`src/inc/group_cfg.svh`:
```
// constants for the group coordination block: command codes, field positions, reset values
// assumes a 250 MHz device clock and an open-drain single-wire group link
//
// Notes on behaviour
// - phase offset 22.5 to 360 degrees in 22.5 steps delays each cycle start.
// - software sets prequel and sequel identities; messages are addressed with them.
// - shared enable going low starts an ordered turn-off, not an instant stop.
// - prequel messages its sequel when rail good rises; sequel waits before ramping.
// - sequel finishes its ramp down, then messages prequel, which then ramps down.
// - in timer-only ordering the device starts on its own timers regardless.
// - a fault set to shut down stops the output and broadcasts on the link.
// - a received fault shuts down if configured, then restarts in order if configured.
// - up to eight paralleled devices form one current sharing rail.
// - sharing role, master or slave, is set by the command at code d3h.
// - master drives its sensed current on the share line; slaves use it as reference.
// - in a sharing rail the phase offset follows the rail's member count.
`ifndef GROUP_CFG_SVH
`define GROUP_CFG_SVH

// ----------------------------------------------------------------
// command codes
// ----------------------------------------------------------------
`define ROLE_CODE 8'hd3
`define PHASE_CODE 8'hd8
`define CHAIN_CODE 8'he0
`define FRESP_CODE 8'he1
`define STATUS_CODE 8'he2

// ----------------------------------------------------------------
// reset values and field positions
// ----------------------------------------------------------------
`define ROLE_RST 16'h0000
`define ROLE_MASK 16'h1fff
`define PHASE_RST 4'hf
`define CHAIN_RST 16'h0000
`define CHAIN_MASK 16'h1fff
`define FRESP_RST 3'h1
`define ROLE_SHARE_BIT 5
`define ROLE_MASTER_BIT 6
`define CHAIN_HASPRE_BIT 10
`define CHAIN_HASSEQ_BIT 11
`define CHAIN_TIMER_BIT 12
`define FRESP_SHUT_BIT 0
`define FRESP_SPREAD_BIT 1
`define FRESP_RESTART_BIT 2
`define STAT_FLT_BIT 4
`define BCAST_ADDR 5'h1f
`define PHASE_STEPS 5'd16

// ----------------------------------------------------------------
// timing
// ----------------------------------------------------------------
`define CLK_MHZ 250
`define LINK_BIT_NS 1000
`define LINK_BIT_CYC ((`LINK_BIT_NS * `CLK_MHZ) / 1000)

`endif

```
`src/inc/group_pkg.sv`:
```
// types shared by the group coordination block
// assumes group_cfg.svh for all numeric constants
package group_pkg;

  typedef enum logic [2:0] {
    ST_OFF = 3'b000,
    ST_WAIT_PREQ = 3'b001,
    ST_RAMP_UP = 3'b011,
    ST_ON = 3'b010,
    ST_WAIT_SEQ = 3'b110,
    ST_RAMP_DOWN = 3'b111,
    ST_FAULT = 3'b101
  } seq_state_t;

  typedef enum logic [2:0] {
    MSG_NONE = 3'h0,
    MSG_GOOD = 3'h1,
    MSG_OFF = 3'h2,
    MSG_FAULT = 3'h3
  } msg_t;

endpackage

```
`src/inc/link_if.sv`:
```
// word handshake between the sequencing core and the link serialiser
// assumes both ends on the device clock
`timescale 1ns/1ps
interface link_if;
  logic tx_valid;
  logic tx_ready;
  logic [7:0] tx_word;
  logic rx_valid;
  logic [7:0] rx_word;
  modport core(output tx_valid, output tx_word, input tx_ready, input rx_valid, input rx_word);
  modport phy(input tx_valid, input tx_word, output tx_ready, output rx_valid, output rx_word);
endinterface

```
`src/hw/group_coord.sv`:
```
// group coordination: phase spreading, ordered turn-on/off, fault spreading, current share
// assumes management commands arrive on the cmd port on the device clock
`timescale 1ns/1ps
`include "group_cfg.svh"
module group_coord #(
  parameter int BIT_CYC = `LINK_BIT_CYC
) (
  input wire logic clk,
  input wire logic nrst,
  input wire logic en_pin,
  input wire logic sync_pin,
  input wire logic link_in,
  output logic link_oe,
  output logic link_out,
  input wire logic [7:0] share_in,
  output logic [7:0] share_out,
  output logic share_oe,
  input wire logic [7:0] sensed_current,
  output logic [7:0] share_ref,
  input wire logic rail_good,
  input wire logic ramp_done,
  input wire logic fault_det,
  output logic run_out,
  output logic soft_off,
  output logic cycle_start,
  input wire logic cmd_valid,
  input wire logic cmd_write,
  input wire logic [7:0] cmd_code,
  input wire logic [15:0] cmd_wdata,
  output logic cmd_ack,
  output logic cmd_err,
  output logic [15:0] cmd_rdata
);
  import group_pkg::*;

  function automatic logic [7:0] mk_msg(input msg_t t, input logic [4:0] a);
    mk_msg = {t, a};
  endfunction

  function automatic logic [4:0] auto_steps(input logic [3:0] n, input logic [2:0] p);
    logic [6:0] q;
    q = {p, 4'h0} / {3'h0, n};
    auto_steps = (q == 7'h0) ? `PHASE_STEPS : q[4:0];
  endfunction

  link_if lk();
  link_phy #(.BIT_CYC(BIT_CYC)) u_phy (
    .clk(clk),
    .nrst(nrst),
    .link_in(link_in),
    .link_oe(link_oe),
    .link_out(link_out),
    .lk(lk.phy)
  );

  // ----------------------------------------------------------------
  // pin synchronisers
  // ----------------------------------------------------------------
  logic en_s1, en_s2, sy_s1, sy_s2, sy_s3;
  logic [7:0] sh_s1, sh_s2;

  always_ff @(posedge clk or negedge nrst) begin
    if (!nrst) begin
      en_s1 <= 1'b0;
      en_s2 <= 1'b0;
      sy_s1 <= 1'b0;
      sy_s2 <= 1'b0;
      sy_s3 <= 1'b0;
      sh_s1 <= 8'h00;
      sh_s2 <= 8'h00;
    end else begin
      en_s1 <= en_pin;
      en_s2 <= en_s1;
      sy_s1 <= sync_pin;
      sy_s2 <= sy_s1;
      sy_s3 <= sy_s2;
      sh_s1 <= share_in;
      sh_s2 <= sh_s1;
    end
  end

  // ----------------------------------------------------------------
  // command registers
  // ----------------------------------------------------------------
  logic [15:0] role_reg, role_next, chain_reg, chain_next;
  logic [3:0] phase_reg, phase_next;
  logic [2:0] fresp_reg, fresp_next;
  logic flt_seen_reg, flt_seen_next;
  logic ack_next, err_next;
  logic [15:0] rdata_next;
  logic flt_event;
  seq_state_t st_reg, st_next;

  always_comb begin
    role_next = role_reg;
    chain_next = chain_reg;
    phase_next = phase_reg;
    fresp_next = fresp_reg;
    flt_seen_next = flt_seen_reg;
    ack_next = cmd_valid;
    err_next = 1'b0;
    rdata_next = 16'h0000;
    case (cmd_code)
      `ROLE_CODE: begin
        rdata_next = role_reg;
        if (cmd_valid && cmd_write) role_next = cmd_wdata & `ROLE_MASK;
      end
      `PHASE_CODE: begin
        rdata_next = {12'h000, phase_reg};
        if (cmd_valid && cmd_write) phase_next = cmd_wdata[3:0];
      end
      `CHAIN_CODE: begin
        rdata_next = chain_reg;
        if (cmd_valid && cmd_write) chain_next = cmd_wdata & `CHAIN_MASK;
      end
      `FRESP_CODE: begin
        rdata_next = {13'h0000, fresp_reg};
        if (cmd_valid && cmd_write) fresp_next = cmd_wdata[2:0];
      end
      `STATUS_CODE: begin
        rdata_next = {11'h000, flt_seen_reg, st_reg, en_s2};
        if (cmd_valid && cmd_write && cmd_wdata[`STAT_FLT_BIT]) flt_seen_next = 1'b0;
      end
      default: begin
        err_next = cmd_valid;
      end
    endcase
    if (flt_event) flt_seen_next = 1'b1;
    if (!cmd_valid) rdata_next = cmd_rdata;
  end

  always_ff @(posedge clk or negedge nrst) begin
    if (!nrst) begin
      role_reg <= `ROLE_RST;
      chain_reg <= `CHAIN_RST;
      phase_reg <= `PHASE_RST;
      fresp_reg <= `FRESP_RST;
      flt_seen_reg <= 1'b0;
      cmd_ack <= 1'b0;
      cmd_err <= 1'b0;
      cmd_rdata <= 16'h0000;
    end else begin
      role_reg <= role_next;
      chain_reg <= chain_next;
      phase_reg <= phase_next;
      fresp_reg <= fresp_next;
      flt_seen_reg <= flt_seen_next;
      cmd_ack <= ack_next;
      cmd_err <= err_next;
      cmd_rdata <= rdata_next;
    end
  end

  logic [4:0] own_id, pre_id, seq_id;
  logic share_en, is_master, msg_mode, need_pre, need_seq;
  logic [3:0] members;
  assign own_id = role_reg[4:0];
  assign share_en = role_reg[`ROLE_SHARE_BIT];
  assign is_master = role_reg[`ROLE_MASTER_BIT];
  assign members = {1'b0, role_reg[9:7]} + 4'h1;
  assign pre_id = chain_reg[4:0];
  assign seq_id = chain_reg[9:5];
  assign msg_mode = ~chain_reg[`CHAIN_TIMER_BIT];
  assign need_pre = chain_reg[`CHAIN_HASPRE_BIT] & msg_mode;
  assign need_seq = chain_reg[`CHAIN_HASSEQ_BIT] & msg_mode;

  // ----------------------------------------------------------------
  // phase spreading
  // ----------------------------------------------------------------
  logic sync_edge;
  logic [4:0] steps;
  logic [20:0] prod;
  logic [15:0] per_cnt_reg, per_cnt_next, per_reg, per_next, dly_reg, dly_next;
  logic cyc_next;

  always_comb begin
    sync_edge = sy_s2 & ~sy_s3;
    // auto offset in a sharing rail
    steps = share_en ? auto_steps(members, role_reg[12:10]) : {1'b0, phase_reg} + 5'h1;
    // delay is period times steps over sixteen
    prod = {5'h00, per_reg} * {16'h0000, steps};
    per_cnt_next = (per_cnt_reg == 16'hffff) ? per_cnt_reg : per_cnt_reg + 16'h1;
    per_next = per_reg;
    dly_next = (dly_reg != 16'h0) ? dly_reg - 16'h1 : dly_reg;
    if (sync_edge) begin
      per_cnt_next = 16'h0;
      per_next = per_cnt_reg + 16'h1;
      dly_next = prod[19:4];
    end
    cyc_next = (dly_reg == 16'h1);
  end

  always_ff @(posedge clk or negedge nrst) begin
    if (!nrst) begin
      per_cnt_reg <= 16'h0;
      per_reg <= 16'h0;
      dly_reg <= 16'h0;
      cycle_start <= 1'b0;
    end else begin
      per_cnt_reg <= per_cnt_next;
      per_reg <= per_next;
      dly_reg <= dly_next;
      cycle_start <= cyc_next;
    end
  end

  // ----------------------------------------------------------------
  // sequencing and fault spreading
  // ----------------------------------------------------------------
  logic got_good, got_off, got_fault, local_fault, active;
  logic set_good, set_off, set_fault;
  logic pend_good_reg, pend_off_reg, pend_flt_reg;
  logic pend_good_next, pend_off_next, pend_flt_next;
  logic txv_reg, txv_next;
  logic [7:0] txw_reg, txw_next;
  logic run_next, soft_next;

  always_comb begin
    got_good = lk.rx_valid && lk.rx_word == mk_msg(MSG_GOOD, own_id);
    got_off = lk.rx_valid && lk.rx_word == mk_msg(MSG_OFF, own_id);
    got_fault = lk.rx_valid && lk.rx_word[7:5] == MSG_FAULT && fresp_reg[`FRESP_SPREAD_BIT];
    active = (st_reg != ST_OFF) && (st_reg != ST_FAULT);
    local_fault = fault_det && fresp_reg[`FRESP_SHUT_BIT] && active;
    st_next = st_reg;
    set_good = 1'b0;
    set_off = 1'b0;
    set_fault = 1'b0;
    case (st_reg)
      ST_OFF: if (en_s2) st_next = need_pre ? ST_WAIT_PREQ : ST_RAMP_UP;
      ST_WAIT_PREQ: begin
        if (!en_s2) st_next = ST_OFF;
        else if (got_good) st_next = ST_RAMP_UP;
      end
      ST_RAMP_UP: begin
        if (!en_s2) st_next = need_seq ? ST_WAIT_SEQ : ST_RAMP_DOWN;
        else if (rail_good) begin
          st_next = ST_ON;
          set_good = need_seq;
        end
      end
      ST_ON: if (!en_s2) st_next = need_seq ? ST_WAIT_SEQ : ST_RAMP_DOWN;
      // prequel holds until its sequel is down
      ST_WAIT_SEQ: begin
        if (got_off) st_next = ST_RAMP_DOWN;
        else if (en_s2) st_next = ST_ON;
      end
      ST_RAMP_DOWN: begin
        if (ramp_done) begin
          st_next = ST_OFF;
          set_off = need_pre;
        end
      end
      // restart in order once the broadcast is out
      ST_FAULT: begin
        if (!en_s2) st_next = ST_OFF;
        else if (fresp_reg[`FRESP_RESTART_BIT] && !pend_flt_reg && !txv_reg && !fault_det)
          st_next = need_pre ? ST_WAIT_PREQ : ST_RAMP_UP;
      end
      default: st_next = ST_OFF;
    endcase
    if (local_fault) begin
      st_next = ST_FAULT;
      set_fault = 1'b1;
    end else if (got_fault && active) begin
      st_next = ST_FAULT;
    end
    flt_event = local_fault | (got_fault & active);
    run_next = (st_next == ST_RAMP_UP) || (st_next == ST_ON) || (st_next == ST_WAIT_SEQ);
    soft_next = (st_next == ST_RAMP_DOWN);
    // transmit queue: fault first, set wins over clear
    txv_next = txv_reg & ~lk.tx_ready;
    txw_next = txw_reg;
    pend_flt_next = pend_flt_reg;
    pend_off_next = pend_off_reg;
    pend_good_next = pend_good_reg;
    if (!txv_reg) begin
      if (pend_flt_reg) begin
        txv_next = 1'b1;
        txw_next = mk_msg(MSG_FAULT, `BCAST_ADDR);
        pend_flt_next = 1'b0;
      end else if (pend_off_reg) begin
        txv_next = 1'b1;
        txw_next = mk_msg(MSG_OFF, pre_id);
        pend_off_next = 1'b0;
      end else if (pend_good_reg) begin
        txv_next = 1'b1;
        txw_next = mk_msg(MSG_GOOD, seq_id);
        pend_good_next = 1'b0;
      end
    end
    pend_flt_next = pend_flt_next | set_fault;
    pend_off_next = pend_off_next | set_off;
    pend_good_next = pend_good_next | set_good;
  end

  assign lk.tx_valid = txv_reg;
  assign lk.tx_word = txw_reg;

  always_ff @(posedge clk or negedge nrst) begin
    if (!nrst) begin
      st_reg <= ST_OFF;
      pend_good_reg <= 1'b0;
      pend_off_reg <= 1'b0;
      pend_flt_reg <= 1'b0;
      txv_reg <= 1'b0;
      txw_reg <= 8'h00;
      run_out <= 1'b0;
      soft_off <= 1'b0;
    end else begin
      st_reg <= st_next;
      pend_good_reg <= pend_good_next;
      pend_off_reg <= pend_off_next;
      pend_flt_reg <= pend_flt_next;
      txv_reg <= txv_next;
      txw_reg <= txw_next;
      run_out <= run_next;
      soft_off <= soft_next;
    end
  end

  // ----------------------------------------------------------------
  // current share line
  // ----------------------------------------------------------------
  always_ff @(posedge clk or negedge nrst) begin
    if (!nrst) begin
      share_out <= 8'h00;
      share_oe <= 1'b0;
      share_ref <= 8'h00;
    end else begin
      share_out <= sensed_current;
      share_oe <= share_en & is_master;
      share_ref <= (share_en & is_master) ? sensed_current : sh_s2;
    end
  end

  // ----------------------------------------------------------------
  // checks
  // ----------------------------------------------------------------
  logic [15:0] since_reg, ldly_reg;
  always_ff @(posedge clk or negedge nrst) begin
    if (!nrst) begin
      since_reg <= 16'h0;
      ldly_reg <= 16'h0;
    end else begin
      since_reg <= sync_edge ? 16'h1 : since_reg + 16'h1;
      if (sync_edge) ldly_reg <= prod[19:4];
    end
  end
endmodule

```
`src/hw/link_phy.sv`:
```
// serialiser and deserialiser for the open-drain group link
// assumes an external pull-up; the line idles high
`timescale 1ns/1ps
`include "group_cfg.svh"
module link_phy #(
  parameter int BIT_CYC = `LINK_BIT_CYC
) (
  input wire logic clk,
  input wire logic nrst,
  input wire logic link_in,
  output logic link_oe,
  output logic link_out,
  link_if.phy lk
);
  import group_pkg::*;

  // ----------------------------------------------------------------
  // transmit: start bit low, eight bits lsb first, stop bit high
  // ----------------------------------------------------------------
  logic tx_busy_reg, tx_busy_next;
  logic [15:0] tx_cnt_reg, tx_cnt_next;
  logic [3:0] tx_bit_reg, tx_bit_next;
  logic [9:0] tx_sh_reg, tx_sh_next;
  logic oe_next;

  always_comb begin
    tx_busy_next = tx_busy_reg;
    tx_cnt_next = tx_cnt_reg;
    tx_bit_next = tx_bit_reg;
    tx_sh_next = tx_sh_reg;
    if (!tx_busy_reg) begin
      if (lk.tx_valid) begin
        tx_busy_next = 1'b1;
        tx_sh_next = {1'b1, lk.tx_word, 1'b0};
        tx_cnt_next = 16'(BIT_CYC - 1);
        tx_bit_next = 4'h9;
      end
    end else if (tx_cnt_reg == 16'h0) begin
      if (tx_bit_reg == 4'h0) begin
        tx_busy_next = 1'b0;
      end else begin
        tx_sh_next = {1'b1, tx_sh_reg[9:1]};
        tx_bit_next = tx_bit_reg - 4'h1;
        tx_cnt_next = 16'(BIT_CYC - 1);
      end
    end else begin
      tx_cnt_next = tx_cnt_reg - 16'h1;
    end
    oe_next = tx_busy_next & ~tx_sh_next[0];
  end

  always_ff @(posedge clk or negedge nrst) begin
    if (!nrst) begin
      tx_busy_reg <= 1'b0;
      tx_cnt_reg <= 16'h0;
      tx_bit_reg <= 4'h0;
      tx_sh_reg <= 10'h3ff;
      link_oe <= 1'b0;
      link_out <= 1'b0;
    end else begin
      tx_busy_reg <= tx_busy_next;
      tx_cnt_reg <= tx_cnt_next;
      tx_bit_reg <= tx_bit_next;
      tx_sh_reg <= tx_sh_next;
      link_oe <= oe_next;
      link_out <= 1'b0;
    end
  end

  assign lk.tx_ready = ~tx_busy_reg;

  // ----------------------------------------------------------------
  // receive: sample at bit centres, keep word only on a good stop bit
  // ----------------------------------------------------------------
  logic s1_reg, s2_reg;
  logic rx_busy_reg, rx_busy_next;
  logic [15:0] rx_cnt_reg, rx_cnt_next;
  logic [3:0] rx_bit_reg, rx_bit_next;
  logic [7:0] rx_sh_reg, rx_sh_next;
  logic rx_valid_reg, rx_valid_next;

  always_comb begin
    rx_busy_next = rx_busy_reg;
    rx_cnt_next = rx_cnt_reg;
    rx_bit_next = rx_bit_reg;
    rx_sh_next = rx_sh_reg;
    rx_valid_next = 1'b0;
    if (!rx_busy_reg) begin
      if (!s2_reg) begin
        rx_busy_next = 1'b1;
        rx_cnt_next = 16'(BIT_CYC / 2);
        rx_bit_next = 4'h0;
      end
    end else if (rx_cnt_reg == 16'h0) begin
      rx_cnt_next = 16'(BIT_CYC - 1);
      rx_bit_next = rx_bit_reg + 4'h1;
      if (rx_bit_reg == 4'h0) begin
        rx_busy_next = ~s2_reg;
      end else if (rx_bit_reg == 4'h9) begin
        rx_busy_next = 1'b0;
        rx_valid_next = s2_reg;
      end else begin
        rx_sh_next = {s2_reg, rx_sh_reg[7:1]};
      end
    end else begin
      rx_cnt_next = rx_cnt_reg - 16'h1;
    end
  end

  always_ff @(posedge clk or negedge nrst) begin
    if (!nrst) begin
      s1_reg <= 1'b1;
      s2_reg <= 1'b1;
      rx_busy_reg <= 1'b0;
      rx_cnt_reg <= 16'h0;
      rx_bit_reg <= 4'h0;
      rx_sh_reg <= 8'h00;
      rx_valid_reg <= 1'b0;
    end else begin
      s1_reg <= link_in;
      s2_reg <= s1_reg;
      rx_busy_reg <= rx_busy_next;
      rx_cnt_reg <= rx_cnt_next;
      rx_bit_reg <= rx_bit_next;
      rx_sh_reg <= rx_sh_next;
      rx_valid_reg <= rx_valid_next;
    end
  end

  assign lk.rx_valid = rx_valid_reg;
  assign lk.rx_word = rx_sh_reg;

endmodule

```
`config.mk`:
```
export PLATFORM = sky130hd
export DESIGN_NAME = group_coord
export DESIGN_NICKNAME = d
export VERILOG_FILES = /design/src/inc/group_pkg.sv /design/src/inc/link_if.sv /design/src/hw/group_coord.sv /design/src/hw/link_phy.sv
export VERILOG_INCLUDE_DIRS = /design/src /design/src/inc
export SDC_FILE = /design/constraint.sdc
export NUM_CORES = 1
export LEC_CHECK = 0
export BUFFER_PORTS_ARGS = -buffer_cell sky130_fd_sc_hd__buf_2
export CAP_MARGIN = 10
export CORE_AREA = 2 2 300 154
export CTS_CLUSTER_SIZE = 12
export DETAILED_ROUTE_END_ITERATION = 10
export DIE_AREA = 0 0 302 156
export SETUP_SLACK_MARGIN = 0.15
export SYNTH_ARGS = -nofsm -noshare
export SYNTH_HDL_FRONTEND = slang
export SYNTH_SLANG_ARGS = --single-unit
```
`constraint.sdc`:
```
create_clock -name clk -period 13.6 [get_ports clk]
set_input_delay 3.4 -clock clk [delete_from_list [all_inputs] [get_ports clk]]
set_output_delay 3.4 -clock clk [all_outputs]
set_load 0.01 [all_outputs]
```
==> reports/results.txt <==
Status - complete, no violations
Die X - 302 µm
Period utilisation layout - 91.94%
Crit path kind - flip-flop to flip-flop
Synth unique cells - 84
CP Max Fanout - 13
Synth async-reset ratio - 100.0%
Critical Path Source Type - flip-flop
Detailed Route WL - 33250 µm
F_max - 79.98 MHz
Synth warnings - 0
Cells after synthesis - 1337
# hold bufs at CTS - 0
Max stage delay on crit path - 0.54 ns
# rows - 55
Post-synthesis xor/xnor area fraction - 4.250%
Via-per-instance ratio - 4.955
Clk_skew - 0.03472 ns
Dominant cell type by area after synthesis - dfrtp_1
Worst-path clk slew - 0.06 ns
Synth-to-Final Area Change - 16.10%
Die ar. - 47110 µm²
Critical Path End Type - flip-flop
Final nets - 1588
Worst vdd ir - 0.0001128 V
Share of cells above drive strength 1 - 18.69%
Worst Tran Pin Value - 1.157 ns
DR WL/cell - 16.19 µm
Hold Path Stages - 0
Leakage - 6.996 nW
Most common cell in the synthesized netlist - dfrtp_1
Vias in the first global route - 10033
Area of the core - 44520 µm²
Register bit total from synthesis - 216
Max clock buf depth - 3
Compound-gate portion of the synthesized area - 15.59%
Clock Latency Late Sink - 0.54 ns
CP Data Arrival Time - 12.94 ns
First-pass iteration count of the detailed router - 7
Worst path depth - 60
Endpoints failing setup - 0
PwrDens - 151.9 nW/µm²
Worst hold path type - flip-flop to flip-flop
CP top delay family - compound AO/OA/AOI/OAI gates
First-pass GRT wire length - 54890 µm
WP buf/inv - 8
Adder-Cell Fraction of Synth Area - 11.76%
Worst rel slew slack - 22.36%
Detail Route Antenna Nets - 0
Primary FF master, synth - dfrtp_1
Slew Limit Fails - 0
I/O Pins - 90
Synthesized area - 13190 µm²
DRC Markers - 0
RSZ-0062 raised after global routing - false
Overflow after GRT - 0
Clock root buffer - clkbuf_16
Simple-gate portion of the synthesized area - 17.92%
Critical Path RT - 14.03 ns
Port-buffer cells - 82
Gpl congestion - 0.8426
Final hold violations - 0
Number of max-cap violations - 0
Post-synthesis sequential area ratio - 41.14%
Vias - 10177
Largest family of logic cells by synthesized area - simple AND/OR/NAND/NOR gates
Initial antenna violation count - 1
Post-DP HPWL - 24860 µm
Top-area cell type share of the netlist area - 37.75%
Worst path most repeated cell - ha_1
Placed cell areas - 14420 µm²
Clk sinks - 216
Worst reg2reg path depth - 60
Slowest-stage cell, CP - fa_1
Die H - 156 µm
CTS Buf Count - 24
Largest net degree at the start of global routing - 91
Mean Syn Cell Area - 9.865 µm²
Number of synthesized flops with an enable pin - 0
Mux share of post-synthesis cell area - 5.208%
Synth area leaders - dfrtp_1 38%, fa_1 6.1%, ha_1 5.7%, mux2_2 4.5%, nand2_1 3.5%
Minimum clock period - 12.50 ns
TritonCTS clock tree - built
Design Area, Final - 15310 µm²
H-tree lvl count - 1
Setup tns final - 0 ns
Synth cell count leaders - 199 x dfrtp_1, 123 x nand2_1, 85 x inv_1, 85 x nor2_1, 69 x o21ai_0
1st-iter DRT viols - 679
Starting Density - 29.62%
Tot GR Track Use - 14.43%
-- cells in the final DEF, fill, tap and decap left out, types with 39 or more instances in the layout --
cell type / instances
buf_4: 41
inv_1: 85
fa_1: 40
ha_1: 59
buf_2: 81
dfrtp_1: 199
and2_1: 50
nor2_1: 84
o21ai_0: 68
nand2_1: 123
mux2_2: 53
nand3_1: 39
a21oi_1: 65
-- area by class of cell --
cell class / count / area [µm²]
well taps: 598 / 748.2
clock inverters: 7 / 98.84
clock buffers: 36 / 695.7
multi-input cells: 987 / 7291
diodes: 1 / 2.502
fillers: 4508 / 29210
inverters: 86 / 322.8
repair buffers: 123 / 728.2
flip-flops and latches: 216 / 5426
-- worst reg2reg max path, delay by kind of cell, from the launching register on --
kind | cells | cell delay [ns]
AND/OR/NAND/NOR | 16 | 1.75
AO/OA/AOI/OAI | 24 | 4.82
multiplexers | 1 | 0.39
buffers and inverters | 8 | 1.13
adder cells (fa/ha/maj) | 11 | 3.90
flip-flops | 1 | 0.44
-- worst paths after layout --
path                                  start          end  slack (ns)
worst max-delay path            role_reg[7]  dly_reg[12]        1.10
worst min register to register     sh_s1[2]     sh_s2[2]        0.35
worst max register to register  role_reg[7]  dly_reg[12]        1.10
max in group asynchronous              nrst   per_reg[1]        8.60
worst min-delay path               sh_s1[2]     sh_s2[2]        0.35
min in group asynchronous              nrst  cycle_start        2.90
-- power by group --
group	switching, W	internal [W]
clock	0.000266	0.000391
combinational	0.000504	0.000420
sequential	0.0000552	0.000691
-- stage by stage --
stage | cells | hold WS (ns) | utilization [%] | power, W | setup WS, ns
final | 2054 | 0.3497 | 34.39 | 0.002326 | 1.096
after global routing | 2053 | 0.3581 | 34.39 | 0.002503 | 0.05720
after CTS | 2046 | 0.3513 | 34.18 | 0.002304 | 0.2148
after detailed placement | 2003 | 0.3372 | 32.40 | 0.001629 | 0.2691
after global placement | 2003 | 0.3322 | 32.40 | 0.001606 | 0.5121
after floorplan | 1340 | 0.3312 | - | 0.001373 | 1.345
-- routing by layer --
metal | global-route usage (%) | share of wire [%] | up-vias
li1 | - | - | 4922
met1 | 23.40 | 55 | 5032
met2 | 19.36 | 39 | 187
met3 | 2.618 | 4.7 | 36
met4 | 2.900 | 1.8 | 0
met5 | 0 | 0 | -
-- kinds of logic after synthesis --
logic type / after synthesis
buffers and inverters: 137
adders and majority gates: 100
xor gates and xnor gates: 64
and+or+nand+nor: 461
DFF: 216
muxes: 62
AOI/OAI and AO/OA: 296
other: 1
-- what timing repair did --
item | CTS | global route
buffers inserted | 0 | 5
endpoints found under the setup margin | 0 | 13
resized for setup | 0 | 10
No activity file was read; power rests on OpenSTA's default activity.
